===== src/rtcc_pkg.sv =====
/*
 * rtcc_pkg: shared constants of the clock control and status block:
 * register offsets, field positions, reset values and widths.
 * Assumes a byte-addressed register port with 32-bit words.
 */

package rtcc_pkg;

    // ------------------------------------------------------------
    // bus geometry
    // ------------------------------------------------------------
    localparam int ADDR_W = 8;
    localparam int DATA_W = 32;

    // ------------------------------------------------------------
    // register offsets (byte addresses)
    // ------------------------------------------------------------
    localparam logic [ADDR_W-1:0] OFS_SECONDS  = 8'h00;
    localparam logic [ADDR_W-1:0] OFS_PRESC    = 8'h04;
    localparam logic [ADDR_W-1:0] OFS_ALARM    = 8'h08;
    localparam logic [ADDR_W-1:0] OFS_CTRL     = 8'h10;
    localparam logic [ADDR_W-1:0] OFS_STAT     = 8'h14;
    localparam logic [ADDR_W-1:0] OFS_LOCK     = 8'h18;
    localparam logic [ADDR_W-1:0] OFS_IRQ_STAT = 8'h20;
    localparam logic [ADDR_W-1:0] OFS_IRQ_MASK = 8'h24;
    localparam logic [ADDR_W-1:0] OFS_WAKE_ON  = 8'h28;

    // ------------------------------------------------------------
    // clock_control_word fields
    // ------------------------------------------------------------
    localparam int CR_SWR  = 0;
    localparam int CR_WPE  = 1;
    localparam int CR_SUP  = 2;
    localparam int CR_UM   = 3;
    localparam int CR_WPS  = 4;
    localparam int CR_OSCILLATOR_ON = 8;
    localparam int CR_CLOCK_OUT_GATE = 9;
    localparam int CR_L16  = 10;
    localparam int CR_L8   = 11;
    localparam int CR_L4   = 12;
    localparam int CR_L2   = 13;
    localparam logic [DATA_W-1:0] CR_WR_MASK = 32'h0000_3f1f;
    localparam logic [DATA_W-1:0] CR_RESET   = 32'h0000_0000;

    // ------------------------------------------------------------
    // clock_status_word, lock word and interrupt fields
    // ------------------------------------------------------------
    localparam int SR_TIF = 0;
    localparam int SR_TOF = 1;
    localparam int SR_TAF = 2;
    localparam int SR_TCE = 4;
    localparam int LR_CRL = 4;
    localparam int LR_SRL = 5;
    localparam logic [DATA_W-1:0] LR_FIXED_ONES = 32'h0000_00cf;
    localparam int IRQ_W     = 3;
    localparam int IRQ_ALARM = 0;
    localparam int IRQ_OVF   = 1;
    localparam int IRQ_INV   = 2;
    localparam int WAKE_ON_BIT = 0;

    // ------------------------------------------------------------
    // time counter widths
    // ------------------------------------------------------------
    localparam int PRESC_W = 15;
    localparam logic [PRESC_W-1:0] PRESC_LAST = 15'h7fff;
    localparam logic [DATA_W-1:0]  SEC_LAST   = 32'hffff_ffff;

endpackage


===== src/rtcc_sync.sv =====
/*
 * rtcc_sync: two flip-flop synchroniser for one level.
 * Assumes the input may change at any time relative to mclk.
 */
`timescale 1ns/1ps

module rtcc_sync (
    input  wire logic mclk,
    input  wire logic rst,
    input  wire logic async_in,
    output logic      sync_out
);
    typedef struct packed {
        logic ff1;
        logic ff2;
    } rtcc_sync_s;

    rtcc_sync_s st_reg;
    rtcc_sync_s st_next;

    // first stage feeds only the second stage
    always_comb begin
        st_next     = st_reg;
        st_next.ff1 = async_in;
        st_next.ff2 = st_reg.ff1;
    end

    always_ff @(posedge mclk) begin
        if (rst) begin
            st_reg <= '0;
        end else begin
            st_reg <= st_next;
        end
    end

    assign sync_out = st_reg.ff2;
endmodule


===== src/rtcc_ctrl.sv =====
/*
 * rtcc_ctrl: control and status logic of the real-time clock, with the
 * seconds, prescaler and alarm words, a lock word and interrupt status.
 * Assumes the oscillator output arrives on osc_clk_pin asynchronously and
 * much slower than mclk; registers are reached over a plain port.
 */
`timescale 1ns/1ps

module rtcc_ctrl (
    input  wire logic                         mclk,
    input  wire logic                         rst,
    input  wire logic [rtcc_pkg::ADDR_W-1:0]  bus_addr,
    input  wire logic [rtcc_pkg::DATA_W-1:0]  bus_wdata,
    input  wire logic                         bus_wr,
    input  wire logic                         bus_rd,
    input  wire logic                         bus_priv,
    output logic      [rtcc_pkg::DATA_W-1:0]  bus_rdata,
    output logic                              bus_err,
    input  wire logic                         osc_clk_pin,
    output logic                              load_2pf_enable,
    output logic                              load_4pf_enable,
    output logic                              load_8pf_enable,
    output logic                              load_16pf_enable,
    output logic                              oscillator_on,
    output logic                              periph_clk_enable,
    output logic                              wake_pin_out,
    output logic                              wake_pin_oe,
    output logic                              irq
);
    import rtcc_pkg::*;

    // ------------------------------------------------------------
    // state
    // ------------------------------------------------------------
    typedef struct packed {
        logic [DATA_W-1:0]  seconds;
        logic [PRESC_W-1:0] presc;
        logic [DATA_W-1:0]  alarm;
        logic [DATA_W-1:0]  cr;
        logic               counter_run_enable;
        logic               alarm_flag;
        logic               overflow_flag;
        logic               invalid_time_flag;
        logic               status_lock_bit;
        logic               crl;
        logic [IRQ_W-1:0]   irq_st;
        logic [IRQ_W-1:0]   irq_mask;
        logic               wake_on;
        logic               osc_prev;
        logic [DATA_W-1:0]  rdata;
        logic               err;
        logic               wake_out;
        logic               wake_oe;
        logic               periph_en;
    } rtcc_state_s;

    // invalid flag set, both locks open and the 32 kHz clock passed after power-on reset; soft reset keeps the control lock
    localparam rtcc_state_s ST_RESET = '{
        cr: CR_RESET, invalid_time_flag: 1'b1, status_lock_bit: 1'b1, crl: 1'b1, periph_en: 1'b1, default: '0};

    rtcc_state_s st_reg;
    rtcc_state_s st_next;
    logic        osc_sync;
    logic        tick;
    logic        hide;
    logic        wr_ok;
    logic        run;
    logic        roll;
    logic        irq_lvl;
    logic        sr_open;

    // time words read as zero while the time is not trustworthy
    function automatic logic [DATA_W-1:0] time_view(input logic [DATA_W-1:0] v,
                                                    input logic              hz);
        return hz ? '0 : v;
    endfunction

    // ------------------------------------------------------------
    // oscillator edge detection
    // ------------------------------------------------------------
    rtcc_sync u_osc_sync (
        .mclk     (mclk),
        .rst      (rst),
        .async_in (osc_clk_pin),
        .sync_out (osc_sync)
    );

    // an off oscillator yields no ticks even if the pin floats
    assign tick    = osc_sync & ~st_reg.osc_prev & st_reg.cr[CR_OSCILLATOR_ON];
    assign hide    = st_reg.overflow_flag | st_reg.invalid_time_flag;
    assign run     = tick & st_reg.counter_run_enable & ~hide & ~st_reg.cr[CR_SWR];
    assign roll    = run & (st_reg.presc == PRESC_LAST);
    assign wr_ok   = bus_wr & (bus_priv | st_reg.cr[CR_SUP]);
    assign irq_lvl = |(st_reg.irq_st & st_reg.irq_mask);
    // update mode only opens the lock while time is invalid, overflowed or stopped
    assign sr_open = st_reg.status_lock_bit | (st_reg.cr[CR_UM] &
                     (st_reg.invalid_time_flag | st_reg.overflow_flag | ~st_reg.counter_run_enable));

    // ------------------------------------------------------------
    // next-state logic
    // ------------------------------------------------------------
    always_comb begin
        logic ev_alarm;
        logic ev_ovf;
        logic ev_inv;
        ev_alarm = 1'b0;
        ev_ovf   = 1'b0;
        ev_inv   = 1'b0;
        st_next  = st_reg;
        st_next.err   = 1'b0;
        st_next.rdata = '0;
        st_next.osc_prev = osc_sync;

        // soft reset holds all but itself and the power-on-only lock
        if (st_reg.cr[CR_SWR]) begin
            st_next             = ST_RESET;
            st_next.cr[CR_SWR]  = 1'b1;
            st_next.crl         = st_reg.crl;
            st_next.osc_prev    = osc_sync;
        end

        // time counting
        if (run) begin
            if (roll) begin
                st_next.presc   = '0;
                st_next.seconds = st_reg.seconds + 32'h0000_0001;
                ev_alarm        = (st_reg.alarm == st_reg.seconds);
                ev_ovf          = (st_reg.seconds == SEC_LAST);
            end else begin
                st_next.presc = st_reg.presc + 15'h0001;
            end
        end

        // register writes
        if (bus_wr && !wr_ok) begin
            st_next.err = 1'b1;
        end
        // during soft reset only the control word is writable, so the block can be released
        if (wr_ok && (!st_reg.cr[CR_SWR] || bus_addr == OFS_CTRL)) begin
            unique case (bus_addr)
                OFS_SECONDS: begin
                    if (!st_reg.counter_run_enable) begin
                        st_next.seconds = bus_wdata;
                        st_next.overflow_flag     = 1'b0;
                        st_next.invalid_time_flag     = 1'b0;
                    end
                end
                OFS_PRESC: begin
                    if (!st_reg.counter_run_enable) begin
                        st_next.presc = bus_wdata[PRESC_W-1:0];
                    end
                end
                OFS_ALARM: begin
                    st_next.alarm = bus_wdata;
                    st_next.alarm_flag   = 1'b0;
                end
                OFS_CTRL: begin
                    // bit 14 and reserved bits are never stored
                    if (st_reg.crl) begin
                        st_next.cr = bus_wdata & CR_WR_MASK;
                    end
                end
                OFS_STAT: begin
                    if (sr_open) begin
                        st_next.counter_run_enable = bus_wdata[SR_TCE];
                    end
                end
                OFS_LOCK: begin
                    // locks only close from software
                    st_next.crl = st_next.crl & bus_wdata[LR_CRL];
                    st_next.status_lock_bit = st_next.status_lock_bit & bus_wdata[LR_SRL];
                end
                OFS_IRQ_STAT: begin
                    st_next.irq_st = st_next.irq_st & ~bus_wdata[IRQ_W-1:0];
                end
                OFS_IRQ_MASK: begin
                    st_next.irq_mask = bus_wdata[IRQ_W-1:0];
                end
                OFS_WAKE_ON: begin
                    st_next.wake_on = bus_wdata[WAKE_ON_BIT];
                end
                default: begin
                end
            endcase
        end

        // hardware sets win over same-cycle clears
        if (ev_alarm) begin
            st_next.alarm_flag = 1'b1;
        end
        if (ev_ovf) begin
            st_next.overflow_flag = 1'b1;
        end
        ev_inv = st_next.invalid_time_flag & ~st_reg.invalid_time_flag;
        st_next.irq_st = st_next.irq_st | {ev_inv, ev_ovf, ev_alarm};

        // register reads, data stand one cycle later
        if (bus_rd) begin
            unique case (bus_addr)
                OFS_SECONDS:  st_next.rdata = time_view(st_reg.seconds, hide);
                OFS_PRESC:    st_next.rdata = time_view(32'(st_reg.presc), hide);
                OFS_ALARM:    st_next.rdata = st_reg.alarm;
                OFS_CTRL:     st_next.rdata = st_reg.cr & CR_WR_MASK;
                OFS_STAT: begin
                    // bit by bit, so no one-bit shift can lose its bit
                    st_next.rdata         = '0;
                    st_next.rdata[SR_TCE] = st_reg.counter_run_enable;
                    st_next.rdata[SR_TAF] = st_reg.alarm_flag;
                    st_next.rdata[SR_TOF] = st_reg.overflow_flag;
                    st_next.rdata[SR_TIF] = st_reg.invalid_time_flag;
                end
                OFS_LOCK: begin
                    st_next.rdata         = LR_FIXED_ONES;
                    st_next.rdata[LR_CRL] = st_reg.crl;
                    st_next.rdata[LR_SRL] = st_reg.status_lock_bit;
                end
                OFS_IRQ_STAT: st_next.rdata = 32'(st_reg.irq_st);
                OFS_IRQ_MASK: st_next.rdata = 32'(st_reg.irq_mask);
                OFS_WAKE_ON:  st_next.rdata = 32'(st_reg.wake_on);
                default:      st_next.rdata = '0;
            endcase
        end

        // wakeup pin: open-drain low on event, or a copy of the oscillator
        st_next.wake_out = 1'b0;
        st_next.wake_oe  = 1'b0;
        if (st_reg.cr[CR_WPE]) begin
            if (!st_reg.cr[CR_WPS]) begin
                st_next.wake_oe = irq_lvl | st_reg.wake_on;
            end else begin
                st_next.wake_oe  = st_reg.wake_on & ~st_reg.cr[CR_CLOCK_OUT_GATE];
                st_next.wake_out = osc_sync;
            end
        end
        st_next.periph_en = ~st_reg.cr[CR_CLOCK_OUT_GATE];
    end

    // ------------------------------------------------------------
    // state register
    // ------------------------------------------------------------
    always_ff @(posedge mclk) begin
        if (rst) begin
            st_reg <= ST_RESET;
        end else begin
            st_reg <= st_next;
        end
    end

    // oscillator trims come straight from the control word
    assign load_2pf_enable   = st_reg.cr[CR_L2];
    assign load_4pf_enable   = st_reg.cr[CR_L4];
    assign load_8pf_enable   = st_reg.cr[CR_L8];
    assign load_16pf_enable  = st_reg.cr[CR_L16];
    assign oscillator_on     = st_reg.cr[CR_OSCILLATOR_ON];
    assign periph_clk_enable = st_reg.periph_en;
    assign wake_pin_out      = st_reg.wake_out;
    assign wake_pin_oe       = st_reg.wake_oe;
    assign bus_rdata         = st_reg.rdata;
    assign bus_err           = st_reg.err;
    assign irq               = irq_lvl;
endmodule


===== config.mk =====
export PLATFORM = sky130hd
export DESIGN_NAME = rtcc_ctrl
export DESIGN_NICKNAME = d
export VERILOG_FILES = /design/src/rtcc_pkg.sv /design/src/rtcc_sync.sv /design/src/rtcc_ctrl.sv
export SDC_FILE = /design/constraint.sdc
export NUM_CORES = 1
export LEC_CHECK = 0
export BUFFER_PORTS_ARGS = -buffer_cell sky130_fd_sc_hd__buf_2
export CAP_MARGIN = 25
export CORE_ASPECT_RATIO = 0.8
export CORE_MARGIN = 4
export CORE_UTILIZATION = 45
export DETAILED_ROUTE_END_ITERATION = 12
export GPL_TIMING_DRIVEN = 0
export PLACE_DENSITY = 0.63
export SETUP_SLACK_MARGIN = 0.4
export SLEW_MARGIN = 0
export SYNTH_ARGS = -nofsm -noshare
export SYNTH_HDL_FRONTEND = slang
export SYNTH_SLANG_ARGS = --single-unit

===== constraint.sdc =====
create_clock -name mclk -period 3.2 [get_ports mclk]
set_input_delay 0 -clock mclk [delete_from_list [all_inputs] [get_ports mclk]]
set_output_delay 0 -clock mclk [all_outputs]
set_load 0.005 [all_outputs]

### Word level (Yosys, flattened, before mapping)

Cells that the tools add are included.

* flip-flop bits (word level): 163
* input port bits: 46
* word-level logic and storage cells: 105

* $add $sub $neg: 2
* eq/ne operators: 11
* muxes and demuxes: 33
* bitwise logic cells: 29
* reductions and logical operators: 9

Operators with widths (count)
* one-hot mux 32 bit (9 select lines): 1
* two-way mux 32 bit: 8
* two-way mux 161 bit: 1
* two-way mux 124 bit: 1
* two-way mux 15 bit: 4
* two-way mux 47 bit: 1
* adder 32 x 1 -> 32 bit (second input constant): 1
* equality test 32 bit: 1
* equality test 32 bit (second input constant): 1
* equality test 8 x 5 -> 1 bit (second input constant): 3
* equality test 8 x 6 -> 1 bit (second input constant): 3
* adder 15 x 1 -> 15 bit (second input constant): 1
* equality test 15 bit (second input constant): 1
* AND 1 bit: 12
* two-way mux 1 bit: 12
* equality test 8 x 3 -> 1 bit (second input constant): 1
* equality test 8 x 4 -> 1 bit (second input constant): 1
* zero test 8 bit: 1
* NOT 1 bit: 8
* AND 3 bit: 2
* two-way mux 2 bit: 3
* two-way mux 3 bit: 2
* OR reduction 3 bit: 2
* OR 1 bit: 5
* 6 further kinds: 8

### Depth between registers and ports, before layout

* depth after elaboration: 14
* mapped depth: 9
* depth with buffers taken out: 6

### Modules after synthesis

Synthesis repeated with hierarchy kept, for this count alone.

* cell total of the unflattened synthesis: 936
* area, all modules: 7583.5 um^2

Modules (own cells, without submodules)
* rtcc_ctrl: instances 1, cells an instance 932, area an instance 7531.0 um^2, sequential area each 2802.7 um^2
* rtcc_sync: instances 1, cells an instance 4, area an instance 52.6 um^2, sequential area each 40.0 um^2

### Worst setup path before layout

Ideal clock, no wire load.

* path type: register to register
* start: register st_reg[114] in the netlist's numbering
* end: register st_reg[138] in the netlist's numbering
* library setup time: 92 ps
* arrival time: 2147 ps
* data required time: 3108 ps
* setup slack: 961 ps
* stages on the path, launching flop included: 7
* buffers on the path: 0
* clock period less this slack: 2239 ps
* cell sequence: dfxtp_1 -> ha_1 -> nand3_1 -> or4_4 -> nor4_4 -> a221oi_1 -> nor4_1

* longest elaborated chain between the ends: 7

RTL lines
* start, declared: RTL line rtcc_ctrl.sv:61 `rtcc_state_s st_reg;`
* start signal, assigned: RTL line rtcc_ctrl.sv:245 `st_reg <= st_next;`
* equality test 15 bit *: RTL line rtcc_ctrl.sv:92 `assign roll = run & (st_reg.presc == PRESC_LAST);`
* AND 1 bit *: RTL line rtcc_ctrl.sv:92
* two-way mux 32 bit *: RTL line rtcc_ctrl.sv:124 `if (roll) begin`
* two-way mux 47 bit *: RTL line rtcc_ctrl.sv:123 `if (run) begin`
* two-way mux 32 bit: RTL line rtcc_ctrl.sv:142 `if (!st_reg.counter_run_enable) begin`
* two-way mux 32 bit: RTL line rtcc_ctrl.sv:140 `unique case (bus_addr)`
* two-way mux 124 bit *: RTL line rtcc_ctrl.sv:139 `if (wr_ok && (!st_reg.cr[CR_SWR] || bus_addr == OFS_CTRL)) begin`

Mark *: on every way between the ends. The rest lies on a longest branch, timed or not.
A chain may end at the register's enable or synchronous reset.

### Worst setup path after layout

* start: register st_reg[131] in the netlist's numbering
* end: register st_reg[146] in the netlist's numbering

* longest elaborated chain between the ends: 6

RTL lines
* adder 32 x 1 -> 32 bit *: RTL line rtcc_ctrl.sv:126 `st_next.seconds = st_reg.seconds + 32'h0000_0001;`
* two-way mux 32 bit *: RTL line rtcc_ctrl.sv:124
* two-way mux 47 bit *: RTL line rtcc_ctrl.sv:123
* two-way mux 32 bit: RTL line rtcc_ctrl.sv:142
* two-way mux 32 bit: RTL line rtcc_ctrl.sv:140
* two-way mux 124 bit *: RTL line rtcc_ctrl.sv:139

Marks and branches as above.

==> metrics.txt <==
Arr. time, crit path 3.07 ns; cell taking the most area after synthesis dfxtp_1; largest fanout on the critical path 10; Synth top area share 37.7%; Post-DP HPWL about 21000 um; Vias/cell 6.18; maximum clock frequency 366 MHz; initial antenna violation count 1; max-slew violation count 0; leak pwr around 3.4 nW; nets 1123; vias in the first global route 7242; final setup fails 0; max FFs per register 99; FF+latch count, synth around 140; Synth Instances about 930; wirelength, routed 28800 um; Reg2Reg Launch Point st_reg[131]; R2R setup slack 0.47 ns; Top FF cell, synth dfxtp_1; Slew HR 34.8%; Initial Util 45.8%; Hold Path Class in -> reg; Layout Cells excl Fill between 1000 and 1500; Tot GR Track Use 30.3%; fillcell total 1613; initial DRC count about 1200; P&R area growth vs syn 22.3%; Ys Warns 0; first-pass GRT wire length approximately 43000 um; setup TNS 0 ns; fin crit share 85.4%; die width 153 um; Max-cap violations 0; syn_nets just under 1000; Rows 42; Avg WL per Cell roughly 22 um; Distinct cells, synth 66; CTS Buf Count 17; hold path cells 4; data required time of the worst path approximately 3.5 ns; CTS tree done; async set or reset register ratio after synthesis 0%; worst-margin pin slew 0.969 ns; Crit. End Element register; via count a little over 8000; die footprint 0.0189 mm^2; Die H around 120 um; ANT cells 0; fin util 56.0%; unrepaired setup endpoints after global routing no; First-pass DRT Iterations 10; peak supply drop 351 uV; core area approximately 0.017 mm^2; Post-Syn Area 0.00755 mm^2; IO Count 88; dpl cells 1239; pin count of the biggest net entering global routing 17; clk slew on worst S/H paths 0.07 ns; gpl congestion ~1.0; reg2reg path depth 7; Synth area leaders dfxtp_1 38%, nor2_1 4.8%, a21oi_1 4.6%; PortBufs 85; Hold Crit Start bus_addr[6]; clock buffer depth 2; status completed; Post-DRT Antenna Nets 0; Hold Fails Final Rpt 0; share of layout cells above drive strength 1 17.8%; post-layout min period roughly 2.7 ns; clock latency on the worst-skew pair 0.44 ns; Synth Area per Inst 8.08 um^2; gr ovfl total 0; PD cells 432 mW/mm^2; Max Clock Skew between 0.01 and 0.015 ns; CP Launch Type register; drt drc 0; kind of critical path reg -> reg; Crit. Startpoint st_reg[131]; post-synthesis sequential area ratio between 30 and 40%; CTS Sinks approximately 140; number of H-tree levels 4; Root Driver clkbuf_16; EDFF count, synth 0
==> metal layers <==
metal | vias to the layer above | routed length, um | track usage, %
li1 | 3700 | - | -
met1 | 3756 | 12500 | 44.1
met2 | 541 | 11400 | 42.4
met3 | 90 | 3910 | 8.58
met4 | 2 | 998 | 11.1
met5 | - | 10 | 0
==> final cells by class <==
cell class              instances  area [um^2]  area share, %
clock inverters                13          150           1.63
plain buffers                 109          548           5.94
repair buffers                122          791           8.56
multi-input cells             667         4120           44.6
flip-flops and latches        142         2840           30.8
well taps                     220          275           2.98
clock buffers                  19          443           4.80
inverters                      16         60.1          0.650
==> worst paths after layout <==
check / endpoint
setup / recovery: st_reg[146]
hold reg to reg: u_osc_sync.sync_out
setup reg to reg: st_reg[146]
hold / removal: bus_rdata[0]
==> cells in the mapped netlist, types with 8 or more instances <==
cell type	n
o21ai_0	15
or3_1	8
mux2i_1	10
nor3_1	21
a21oi_1	69
nand3_1	55
dfxtp_1	142
nor2_1	97
nand2_1	92
buf_2	13
xor2_1	30
and2_1	10
inv_1	15
clkbuf_1	60
a311oi_1	17
a222oi_1	11
a22oi_1	21
and4_1	10
a211oi_1	19
buf_4	32
a221oi_1	9
nor4_1	24
nand4_1	25
nor3b_1	11
o211ai_1	8
==> metrics by stage <==
stage	worst slack, ns	cell area, um^2	hold slack [ns]	power [mW]
after floorplan	0.961	7550	0.0767	1.86
after global placement	0.374	8250	0.182	1.95
after detailed placement	0.380	8250	0.187	1.95
after CTS	0.404	9190	0.0633	3.99
after global routing	0.412	9230	0.0976	4.07
final	0.468	9230	0.0722	3.98
==> cell usage in the layout (no fill, tap or decap), types with 11 or more instances in the layout <==
master and count:
clkbuf_16 17, buf_4 34, o21ai_0 15, nor3_1 21
a22oi_1 21, nor2_1 97, nand2_1 92, a21oi_1 69
nor3b_1 11, dfxtp_1 141, buf_2 98, clkbuf_1 60
nand3_1 54, a222oi_1 11, nand4_1 25, dlygate4sd3_1 35
a311oi_1 17, nor4_1 22, a211oi_1 19, inv_1 15
xor2_1 30
==> logic make-up (layout without fill, tap and decap cells) <==
group / after synthesis / after routing / share of synthesized area [%]
multiplexers: 17 / 17 / 2.37
XOR/XNOR: 37 / 37 / 4.29
adder cells (fa/ha/maj): 2 / 2 / 0.331
AO/OA/AOI/OAI: 207 / 207 / 18.8
AND/OR/NAND/NOR: 404 / 404 / 28.5
buffers and inverters: 125 / 279 / 8.04
flip-flops: 142 / 142 / 37.7
==> power by group <==
group | switching, mW | internal (mW) | total [mW]
Sequential | 0.00209 | 1.77 | 1.77
Combinational | 0.110 | 0.0662 | 0.176
Clock | 0.851 | 1.19 | 2.04
==> worst max-delay path, cell delays in order, from the launching register on <==
cell and delay (ns):
dfxtp_1 0.32, buf_2 0.23, nand4_1 0.28, buf_2 0.29
nor4_1 0.85, nand2_1 0.10, or3_1 0.33, a311oi_1 0.24
==> what timing repair did <==
item,in CTS,in global routing
hold endpoints to repair,99,0
buffers inserted,0,2
hold buffers,35,0
gates resized for setup,0,7
pin swaps,1,1
setup endpoints to repair,5,15
Note: power is estimated with default switching activity, not from simulation.
